==> config.mk <==
export PLATFORM = sky130hd
export DESIGN_NAME = sesu_top
export DESIGN_NICKNAME = d
export VERILOG_FILES = /design/src/design/sesu_pkg.sv /design/src/design/sesu_top.sv
export SDC_FILE = /design/constraint.sdc
export NUM_CORES = 1
export LEC_CHECK = 0
export BUFFER_PORTS_ARGS = -buffer_cell sky130_fd_sc_hd__buf_2
export CAP_MARGIN = 25
export CORE_ASPECT_RATIO = 1.25
export CORE_MARGIN = 1
export CORE_UTILIZATION = 62
export DETAILED_ROUTE_END_ITERATION = 10
export PLACE_DENSITY = 0.81
export SLEW_MARGIN = 20
export SYNTH_ARGS = -nofsm -noshare
export SYNTH_HDL_FRONTEND = slang
export SYNTH_SLANG_ARGS = --single-unit
==> constraint.sdc <==
create_clock -name clk -period 2.65 [get_ports clk]
set_input_delay 0.265 -clock clk [delete_from_list [all_inputs] [get_ports clk]]
set_output_delay 0.265 -clock clk [all_outputs]
set_load 0.01 [all_outputs]
==> src/design/sesu_pkg.sv <==
/*
  Package for the standard event status unit: command codes, carrier
  structs, event register field positions, reset values and the
  identification string.
  Assumes a command parser upstream that decodes host commands into
  one sesu_cmd_t per accepted command.
*/
package sesu_pkg;

  // Event register field positions
  localparam int unsigned EVR_OPC_BIT  = 0;
  localparam int unsigned EVR_DDE_BIT  = 3;
  localparam int unsigned EVR_EXE_BIT  = 4;
  localparam int unsigned EVR_CME_BIT  = 5;
  localparam int unsigned EVR_PON_BIT  = 7;
  // Status byte bit that summarises the event register
  localparam int unsigned SRE_ESB_BIT  = 5;

  // Bits that exist in the event register; the others read zero
  localparam logic [7:0] EVR_USED_MASK = 8'hb9;
  // Power-on leaves only the power-on bit set
  localparam logic [7:0] EVR_RESET     = 8'h80;
  localparam logic [7:0] ESE_RESET     = 8'h00;
  localparam logic [7:0] SRE_RESET     = 8'h00;
  // Answer given by the completion query
  localparam logic [7:0] OPC_ANSWER    = 8'h01;

  // Identification string, arbitrary neutral values, first char in MSBs
  localparam int unsigned IDN_LEN      = 24;
  localparam logic [8*IDN_LEN-1:0] IDN_STR = "MAKER,MODEL0,SN000000,V1";

  // Decoded host commands
  typedef enum logic [3:0] {
    SESU_CLS,
    SESU_ESE_WR,
    SESU_ESE_RD,
    SESU_EVR_RD,
    SESU_IDN_RD,
    SESU_OPC_WR,
    SESU_OPC_RD,
    SESU_RST,
    SESU_SRE_WR,
    SESU_SRE_RD
  } sesu_op_t;

  // One command with its argument
  typedef struct packed {
    sesu_op_t   op;
    logic [7:0] arg;
  } sesu_cmd_t;

  // One-cycle event pulses from the rest of the instrument
  typedef struct packed {
    logic op_done;   // All pending operations finished
    logic dev_err;   // Device dependent error
    logic exec_err;  // Execution error
    logic cmd_err;   // Command error
  } sesu_evt_t;

endpackage

==> src/design/sesu_top.sv <==
/*
  Standard event status unit: event register with clear-on-read,
  event enable mask, service request summary, completion handshake,
  identification answer and global reset / clear status strobes.
  Assumes commands and events synchronous to clk; answers leave as a
  byte stream with valid/ready toward the interface formatter.
*/
`timescale 1ns/1ps
module sesu_top (
  // Clock and reset
  input  wire logic              clk,
  input  wire logic              reset_n,
  // Command port
  input  wire logic              cmd_valid,
  input  wire sesu_pkg::sesu_cmd_t cmd,
  output logic                   cmd_ready,
  // Instrument events
  input  wire sesu_pkg::sesu_evt_t evt,
  // Answer stream
  output logic                   rsp_valid,
  output logic [7:0]             rsp_data,
  output logic                   rsp_last,
  input  wire logic              rsp_ready,
  // Status outputs and strobes
  output logic                   srq,
  output logic                   esb,
  output logic                   global_reset,
  output logic                   clear_status
);
  import sesu_pkg::*;

  typedef enum logic [1:0] {ST_IDLE, ST_OPC_WAIT, ST_SEND} sesu_state_t;

  logic        rst_meta_q;    // Reset release, first stage
  logic        rst_n_q;       // Reset release, used copy
  logic [7:0]  evreg_q;       // Event register
  logic [7:0]  evreg_d;       // Next event register
  logic [7:0]  ese_q;         // Event enable mask
  logic [7:0]  sre_q;         // Service request enable
  logic [7:0]  set_bits;      // Events arriving this cycle
  sesu_state_t st_q;          // Answer state
  logic [7:0]  rsp_data_q;    // Answer byte
  logic        rsp_valid_q;   // Answer byte pending
  logic        rsp_last_q;    // Final answer byte
  logic [4:0]  idn_idx_q;     // Next identification byte
  logic        srq_q;         // Service request
  logic        esb_q;         // Event summary
  logic        grst_q;        // Global reset strobe
  logic        cls_q;         // Clear status strobe
  logic        take;          // Command accepted
  logic        evreg_rd;      // Event register read accepted
  logic        cls_cmd;       // Clear status accepted

  // Reset release through two flops
  always_ff @(posedge clk or negedge reset_n)
  begin
    if (!reset_n)
    begin
      rst_meta_q <= 1'b0;
      rst_n_q    <= 1'b0;
    end
    else
    begin
      rst_meta_q <= 1'b1;
      rst_n_q    <= rst_meta_q;
    end
  end

  // Commands taken only while no answer is busy
  assign cmd_ready = (st_q == ST_IDLE);
  assign take      = cmd_valid && cmd_ready;
  assign evreg_rd  = take && (cmd.op == SESU_EVR_RD);
  assign cls_cmd   = take && (cmd.op == SESU_CLS);

  // Event sources mapped to their bit positions
  always_comb
  begin
    set_bits = 8'h00;
    set_bits[EVR_OPC_BIT] = evt.op_done;
    set_bits[EVR_DDE_BIT] = evt.dev_err;
    set_bits[EVR_EXE_BIT] = evt.exec_err;
    set_bits[EVR_CME_BIT] = evt.cmd_err;
  end

  // Next event value: clears first, arriving events win
  always_comb
  begin
    evreg_d = evreg_q;
    if (evreg_rd || cls_cmd)
      evreg_d = 8'h00;
    else if (take && cmd.op == SESU_OPC_WR)
      evreg_d[EVR_OPC_BIT] = 1'b0;
    evreg_d = (evreg_d | set_bits) & EVR_USED_MASK;
  end

  // Event register; reset value marks power-on
  always_ff @(posedge clk or negedge rst_n_q)
  begin
    if (!rst_n_q)
      evreg_q <= EVR_RESET;
    else
      evreg_q <= evreg_d;
  end

  // Enable masks written by command
  always_ff @(posedge clk or negedge rst_n_q)
  begin
    if (!rst_n_q)
    begin
      ese_q <= ESE_RESET;
      sre_q <= SRE_RESET;
    end
    else
    begin
      if (take && cmd.op == SESU_ESE_WR)
        ese_q <= cmd.arg;
      if (take && cmd.op == SESU_SRE_WR)
        sre_q <= cmd.arg;
    end
  end

  // Summary and request from masked events
  always_ff @(posedge clk or negedge rst_n_q)
  begin
    if (!rst_n_q)
    begin
      esb_q <= 1'b0;
      srq_q <= 1'b0;
    end
    else
    begin
      esb_q <= |(evreg_q & ese_q);
      srq_q <= (|(evreg_q & ese_q)) && sre_q[SRE_ESB_BIT];
    end
  end

  // Strobes to the rest of the instrument
  always_ff @(posedge clk or negedge rst_n_q)
  begin
    if (!rst_n_q)
    begin
      grst_q <= 1'b0;
      cls_q  <= 1'b0;
    end
    else
    begin
      grst_q <= take && (cmd.op == SESU_RST);
      cls_q  <= cls_cmd;
    end
  end

  // Answer sequencer
  always_ff @(posedge clk or negedge rst_n_q)
  begin
    if (!rst_n_q)
    begin
      st_q        <= ST_IDLE;
      rsp_valid_q <= 1'b0;
      rsp_last_q  <= 1'b0;
      rsp_data_q  <= 8'h00;
      idn_idx_q   <= 5'h00;
    end
    else
    begin
      case (st_q)
        ST_IDLE:
        begin
          if (take)
          begin
            case (cmd.op)
              // Single-byte reads; event value cleared in the same edge
              SESU_EVR_RD, SESU_ESE_RD, SESU_SRE_RD:
              begin
                rsp_data_q  <= (cmd.op == SESU_EVR_RD) ? evreg_q :
                               (cmd.op == SESU_ESE_RD) ? ese_q : sre_q;
                rsp_valid_q <= 1'b1;
                rsp_last_q  <= 1'b1;
                st_q        <= ST_SEND;
              end
              // Wait for completion before answering
              SESU_OPC_RD:
                st_q <= ST_OPC_WAIT;
              // Stream the identification string
              SESU_IDN_RD:
              begin
                rsp_data_q  <= IDN_STR[8*IDN_LEN-1 -: 8];
                rsp_valid_q <= 1'b1;
                rsp_last_q  <= 1'b0;
                idn_idx_q   <= 5'h01;
                st_q        <= ST_SEND;
              end
              default:
                st_q <= ST_IDLE;
            endcase
          end
        end
        // Never answer zero; stall until flag is one
        ST_OPC_WAIT:
        begin
          if (evreg_q[EVR_OPC_BIT])
          begin
            rsp_data_q  <= OPC_ANSWER;
            rsp_valid_q <= 1'b1;
            rsp_last_q  <= 1'b1;
            st_q        <= ST_SEND;
          end
        end
        // Byte held until taken; next string byte, or idle after the last
        ST_SEND:
        begin
          if (rsp_ready)
          begin
            if (rsp_last_q)
            begin
              rsp_valid_q <= 1'b0;
              rsp_last_q  <= 1'b0;
              st_q        <= ST_IDLE;
            end
            else
            begin
              rsp_data_q <= IDN_STR[8*(IDN_LEN-1-32'(idn_idx_q)) +: 8];
              rsp_last_q <= (32'(idn_idx_q) == IDN_LEN-1);
              idn_idx_q  <= idn_idx_q + 5'h01;
            end
          end
        end
        default:
          st_q <= ST_IDLE;
      endcase
    end
  end

  assign rsp_valid    = rsp_valid_q;
  assign rsp_data     = rsp_data_q;
  assign rsp_last     = rsp_last_q;
  assign srq          = srq_q;
  assign esb          = esb_q;
  assign global_reset = grst_q;
  assign clear_status = cls_q;
endmodule

==> flow_metrics.tcl, run 1 <==
set metrics [dict create \
    grt_pass1_vias 2072 \
    seqCellArea_um2 1100 \
    crit_type "reg2reg" \
    clock-root-buffer "clkbuf_8" \
    synth_area_um2 2590 \
    netlist_instances 257 \
    portBuffers 34 \
    nNetsFinal 314 \
    firstDrtPassIters 4 \
    dieArea_um2 4450 \
    synthTopCellsByArea "dfrtp_1 (41%), mux2_2 (7.8%), mux2i_1 (3.5%)" \
    post-cts-setup-buffer-count 0 \
    dp_slack_ns 0.479 \
    core_area_um2 3880 \
    fin_ws_ns 0.433 \
    wl_um 5700 \
    min_period_over_period 0.837 \
    ant_nets 0 \
    skew_ns 0.00471 \
    htree_levels 2 \
    min_period_ns 2.22 \
    layout_commonest_cell "dfrtp_1" \
    dpl_cell_area_um2 2790 \
    hp-class "in2reg" \
    cp_max_fo 10 \
    synth-seq-cells 44 \
    clk_latency_ns 0.30 \
    critPathRequiredTime_ns 2.84 \
    clkPwrFrac 0.194 \
    track_usage 0.288 \
    design_area_um2 2910 \
    hpwl_um 4350 \
    wl_per_cell_um 16.7 \
    setup_violations 0 \
    num_io_pins 35 \
    cts-resized-gates 0 \
    fin_tns_setup_ns 0 \
    final_cell_mix "dfrtp_1 (42), buf_2 (34), mux2_2 (18), nand2_1 (14), a21oi_1 (14)" \
    drv_cap 0 \
    synthArstFlopShare 1.00 \
    antenna_found_initial 0 \
    antenna_cells 0 \
    num_rows 25 \
    clock.fmax_mhz 451 \
    synth-edff-count 0 \
    yosysTopAreaCell "dfrtp_1" \
    leakage_nw 1.28 \
    viasPerCell 6.13 \
    seq_area_frac_synth 0.425 \
    overflow 0 \
    grt_max_degree 43 \
    peakVddDrop_mv 0.704 \
    critPathArrivalTime_ns 2.41 \
    syn2layout_area_growth_pct 12.2 \
    drtIter0Drc 185 \
    synth_ff_type "dfrtp_1" \
    seqPwrFrac 0.409 \
    drive_gt1_frac 0.257 \
    die_y_um 74.3 \
    start_util 0.669 \
    rsz0062_at_grt "false" \
    outcome "completed" \
    filler_cell_count 307 \
    synth_cell_type_count 62 \
    crit_path_start_kind "flip-flop" \
    finalHoldViolations 0 \
    combPwrFrac 0.397 \
    vias 2096 \
    cts_tree "done" \
    clk_path_buf_depth 2 \
    yosys_warnings 0 \
    relSlewSlack 0.401 \
    p_sw_mw 1.01 \
    multi_input_area_um2 1380 \
    synthesis.nets 284 \
    clock_sinks 44 \
    grt_pass1_wl_um 9430 \
    clkTransAtPathRegs_ns 0.08 \
    cp-end-kind "flip-flop" \
    p_int_mw 1.66 \
    dieWidth_um 59.9 \
    place_congestion 0.954 \
    numCtsBuffers 5 \
    worst_pin_slew_ns 0.899 \
    swShare 0.379 \
    synth.top_cell.area_share 0.415 \
    synth_area_per_cell_um2 10.1 \
    cellPowerDensity_nw_per_um2 918 \
    drc 0 \
    finalMaxSlewViolations 0 \
]
repair_timing:
item                                    CTS  global route
hold buffers                              1             0
endpoints found under the setup margin    0             0
endpoints found under the hold margin     2             0
Yosys cell counts, types with 2 or more instances:
library cell / instances
nor3_1: 2
nor2b_1: 5
a32oi_1: 2
nand4_1: 2
buf_2: 3
dfrtp_1: 43
nor2_1: 7
mux2i_1: 9
and2_1: 5
nand3_1: 6
or3b_2: 2
nand3b_1: 5
or2_2: 2
ha_1: 7
nand2b_1: 9
nor4b_1: 2
o211ai_1: 5
o21ai_0: 12
nand2_1: 14
o21a_1: 3
and4_1: 2
a31oi_1: 5
clkbuf_1: 9
o22ai_1: 3
a21oi_1: 14
or3_1: 2
mux2_2: 18
o31ai_1: 7
a21o_1: 7
and3_1: 2
inv_1: 12
routing by layer:
metal / track usage / routed length [um] / vias up
met4: 0.137 / 113 / 0
met1: 0.343 / 2350 / 1024
met5: 0 / 0 / -
met2: 0.502 / 3030 / 54
li1: - / - / 1004
met3: 0.0487 / 203 / 14
critical path: stages (launching register included):
cell and delay (ns):
dfrtp_1 0.41, inv_1 0.12, ha_1 0.37, nand2_1 0.23
nor4_4 0.57, mux2_2 0.41
metrics by stage:
step                hold slack, ns  power, mW  cells   util
floorplan                  -0.0306       1.83    257      -
global placement            0.0499       2.11    333  0.718
detailed placement          0.0507       2.15    333  0.718
CTS                          0.135       2.67    342  0.750
global route                 0.127       2.85    342  0.750
finish                       0.140       2.67    342  0.750
final cells by class:
class	count	area share
clock buffers	5	0.0236
clock inverters	3	0.0159
inverters	12	0.0155
multi-input cells	187	0.475
flip-flops and latches	44	0.379
well taps	54	0.0232
repair buffers	37	0.0671
cells by family (layout without fill, tap and decap cells):
logic type | count (synthesis) | after routing | synth area share
xor gates and xnor gates | 2 | 2 | 0.00675
and+or+nand+nor | 78 | 78 | 0.189
AOI/OAI and AO/OA | 72 | 72 | 0.189
adders and majority gates | 7 | 7 | 0.0337
DFF | 44 | 44 | 0.425
other | 1 | 1 | 0.00145
muxes | 27 | 27 | 0.113
buffers and inverters | 26 | 57 | 0.0419
state kept, by name (all words and copies together), names as in the netlist:
register / flops
ese_q: 8
rsp_data: 8
sre_q: 8
evreg_q: 5
idn_idx_q: 5
st_q: 2
clear_status: 1
esb: 1
global_reset: 1
rsp_last: 1
rsp_valid: 1
rst_meta_q: 1
rst_n_q: 1
srq: 1
final timing paths:
| check | depth (start not counted) | start | slack (ns) | end |
|---|---|---|---|---|
| setup reg to reg | 5 | st_q[0] | 0.43 | sre_q[0] |
| setup / recovery | 5 | st_q[0] | 0.43 | sre_q[0] |
| hold / removal | 2 | evt[1] | 0.14 | evreg_q[4] |
| min in group asynchronous | 2 | reset_n | 0.26 | rst_n_q |
| hold reg to reg | 0 | rst_meta_q | 0.36 | rst_n_q |
| max in group asynchronous | 0 | rst_n_q | 1.68 | rsp_data[0] |
power groups by stage:
stage	Combinational (mW)	Clock [mW]	Sequential, mW
after floorplan	0.774	0	1.06
after global placement	1.02	0	1.09
after detailed placement	1.05	0	1.10
after CTS	1.06	0.528	1.09
after global routing	1.18	0.552	1.12
final	1.06	0.519	1.09
(Power assumes the default switching activity.)
==> run 2: changes to the inputs <==
CORE_UTILIZATION = 57   (was 62)
PLACE_DENSITY = 0.75   (was 0.81)
clock period = 2.2 ns   (was 2.65 ns; I/O delays follow)
==> flow_metrics.tcl, run 2 (synthesis gave the netlist of run 1 again) <==
set metrics [dict create \
    r2r_start "st_q[0]" \
    multi_input_area_um2 1390 \
    outcome "completed" \
    fin_util 0.677 \
    min_period_over_period 0.926 \
    clock_sinks 44 \
    r2r-end "rsp_data[0]" \
    ctsHoldBuffers 1 \
    hold_depth 2 \
    drtIter0Drc 156 \
    design_area_um2 2970 \
    ant_nets 0 \
    worst_pin_slew_ns 0.487 \
    clkTransAtPathRegs_ns 0.08 \
    vias 2127 \
    fin_ws_ns 0.164 \
    place_congestion 0.948 \
    p_total_mw 3.19 \
    antenna_found_initial 0 \
    layout_commonest_cell "dfrtp_1" \
    critPathArrivalTime_ns 2.22 \
    drc 0 \
    post-place-cells 344 \
    numCtsBuffers 5 \
    r2r_slack_ns 0.16 \
    num_io_pins 35 \
    cts_tree "done" \
    htree_levels 2 \
    dp_slack_ns 0.194 \
    min_period_ns 2.04 \
    nNetsFinal 322 \
    dieWidth_um 62.4 \
    holdWs_ns 0.101 \
    grt_pass1_vias 2126 \
    filler_cell_count 366 \
    final_cells 354 \
    setup_violations 0 \
    clk_latency_ns 0.29 \
    clock.fmax_mhz 491 \
    firstDrtPassIters 4 \
    core_area_um2 4390 \
    grt_max_degree 43 \
    grt_pass1_wl_um 9910 \
    finalHoldViolations 0 \
    crit_type "reg2reg" \
    cp-end-kind "flip-flop" \
    start_util 0.591 \
    clk_path_buf_depth 2 \
    crit_path_start_kind "flip-flop" \
    hp-class "in2reg" \
    die_y_um 77.4 \
    clock-root-buffer "clkbuf_8" \
    drive_gt1_frac 0.280 \
    finalMaxSlewViolations 0 \
    wl_um 5920 \
    r2r_cells 6 \
    seqCellArea_um2 1100 \
    cts-resized-gates 0 \
    leakage_nw 1.32 \
    fin_tns_setup_ns 0 \
    dpl_cell_area_um2 2850 \
    viasPerCell 6.01 \
    num_rows 27 \
    antenna_cells 0 \
    post-cts-setup-buffer-count 0 \
    hpwl_um 4460 \
    portBuffers 34 \
    holdPathEnd "evreg_q[0]" \
    syn2layout_area_growth_pct 14.5 \
    overflow 0 \
    min_from "evt[3]" \
    drv_cap 0 \
    final_cell_mix "dfrtp_1 (42), buf_2 (34), mux2_2 (18), nand2_1 (14), a21oi_1 (14)" \
    peakVddDrop_mv 0.602 \
    wl_per_cell_um 16.7 \
    dieArea_um2 4830 \
    cellPowerDensity_nw_per_um2 1070 \
    rsz0062_at_grt "false" \
    critPathRequiredTime_ns 2.38 \
    relSlewSlack 0.667 \
    skew_ns 0.00524 \
    track_usage 0.261 \
    cp_max_fo 14 \
]
## run 2: cell types whose count changed in the layout (fill, tap and decap cells not counted)
cell | previous run | this run
buf_12 | 0 | 1
buf_4 | 2 | 9
bufinv_16 | 1 | 0
clkbuf_8 | 5 | 6
clkinv_2 | 0 | 2
clkinvlp_4 | 1 | 0
inv_6 | 1 | 0
nor4bb_1 | 1 | 0
nor4bb_2 | 0 | 1
## run 2: metal layers
metal,up-vias,track usage,part of all wire
li1,1022,-,-
met3,18,0.0441,0.030
met1,1044,0.315,0.43
met4,0,0.100,0.028
met2,43,0.462,0.52
met5,-,0,0
## run 2: worst max-delay path: stages, from the launching register on
cell	delay [ns]
dfrtp_1	0.39
inv_1	0.09
ha_1	0.36
a21oi_1	0.23
nand4_1	0.22
nor2_2	0.27
mux2_2	0.37
## run 2: worst max path at each step
stage | startpoint | to | slack, ns
2_1_floorplan | idn_idx_q[3] | rsp_data[3] | 0.06
3_3_place_gp | st_q[0] | rsp_data[0] | 0.26
3_5_place_dp | st_q[0] | rsp_data[0] | 0.19
4_1_cts | st_q[0] | rsp_data[0] | 0.16
5_1_grt | st_q[0] | rsp_data[0] | 0.03
6_report | st_q[0] | rsp_data[0] | 0.16
## run 2: final cells by class
type | instances | share of cell area
Inverter | 12 | 0.0152
Clock buffer | 6 | 0.0278
Timing Repair Buffer | 45 | 0.0901
Clock inverter | 2 | 0.00337
Sequential cell | 44 | 0.371
Tap cell | 58 | 0.0244
Multi-Input combinational cell | 187 | 0.468
## run 2: power breakdown
part           internal (mW)  total (mW)  switching (mW)
Clock                  0.251       0.521           0.270
Sequential              1.08        1.29           0.210
Combinational          0.641        1.38           0.743
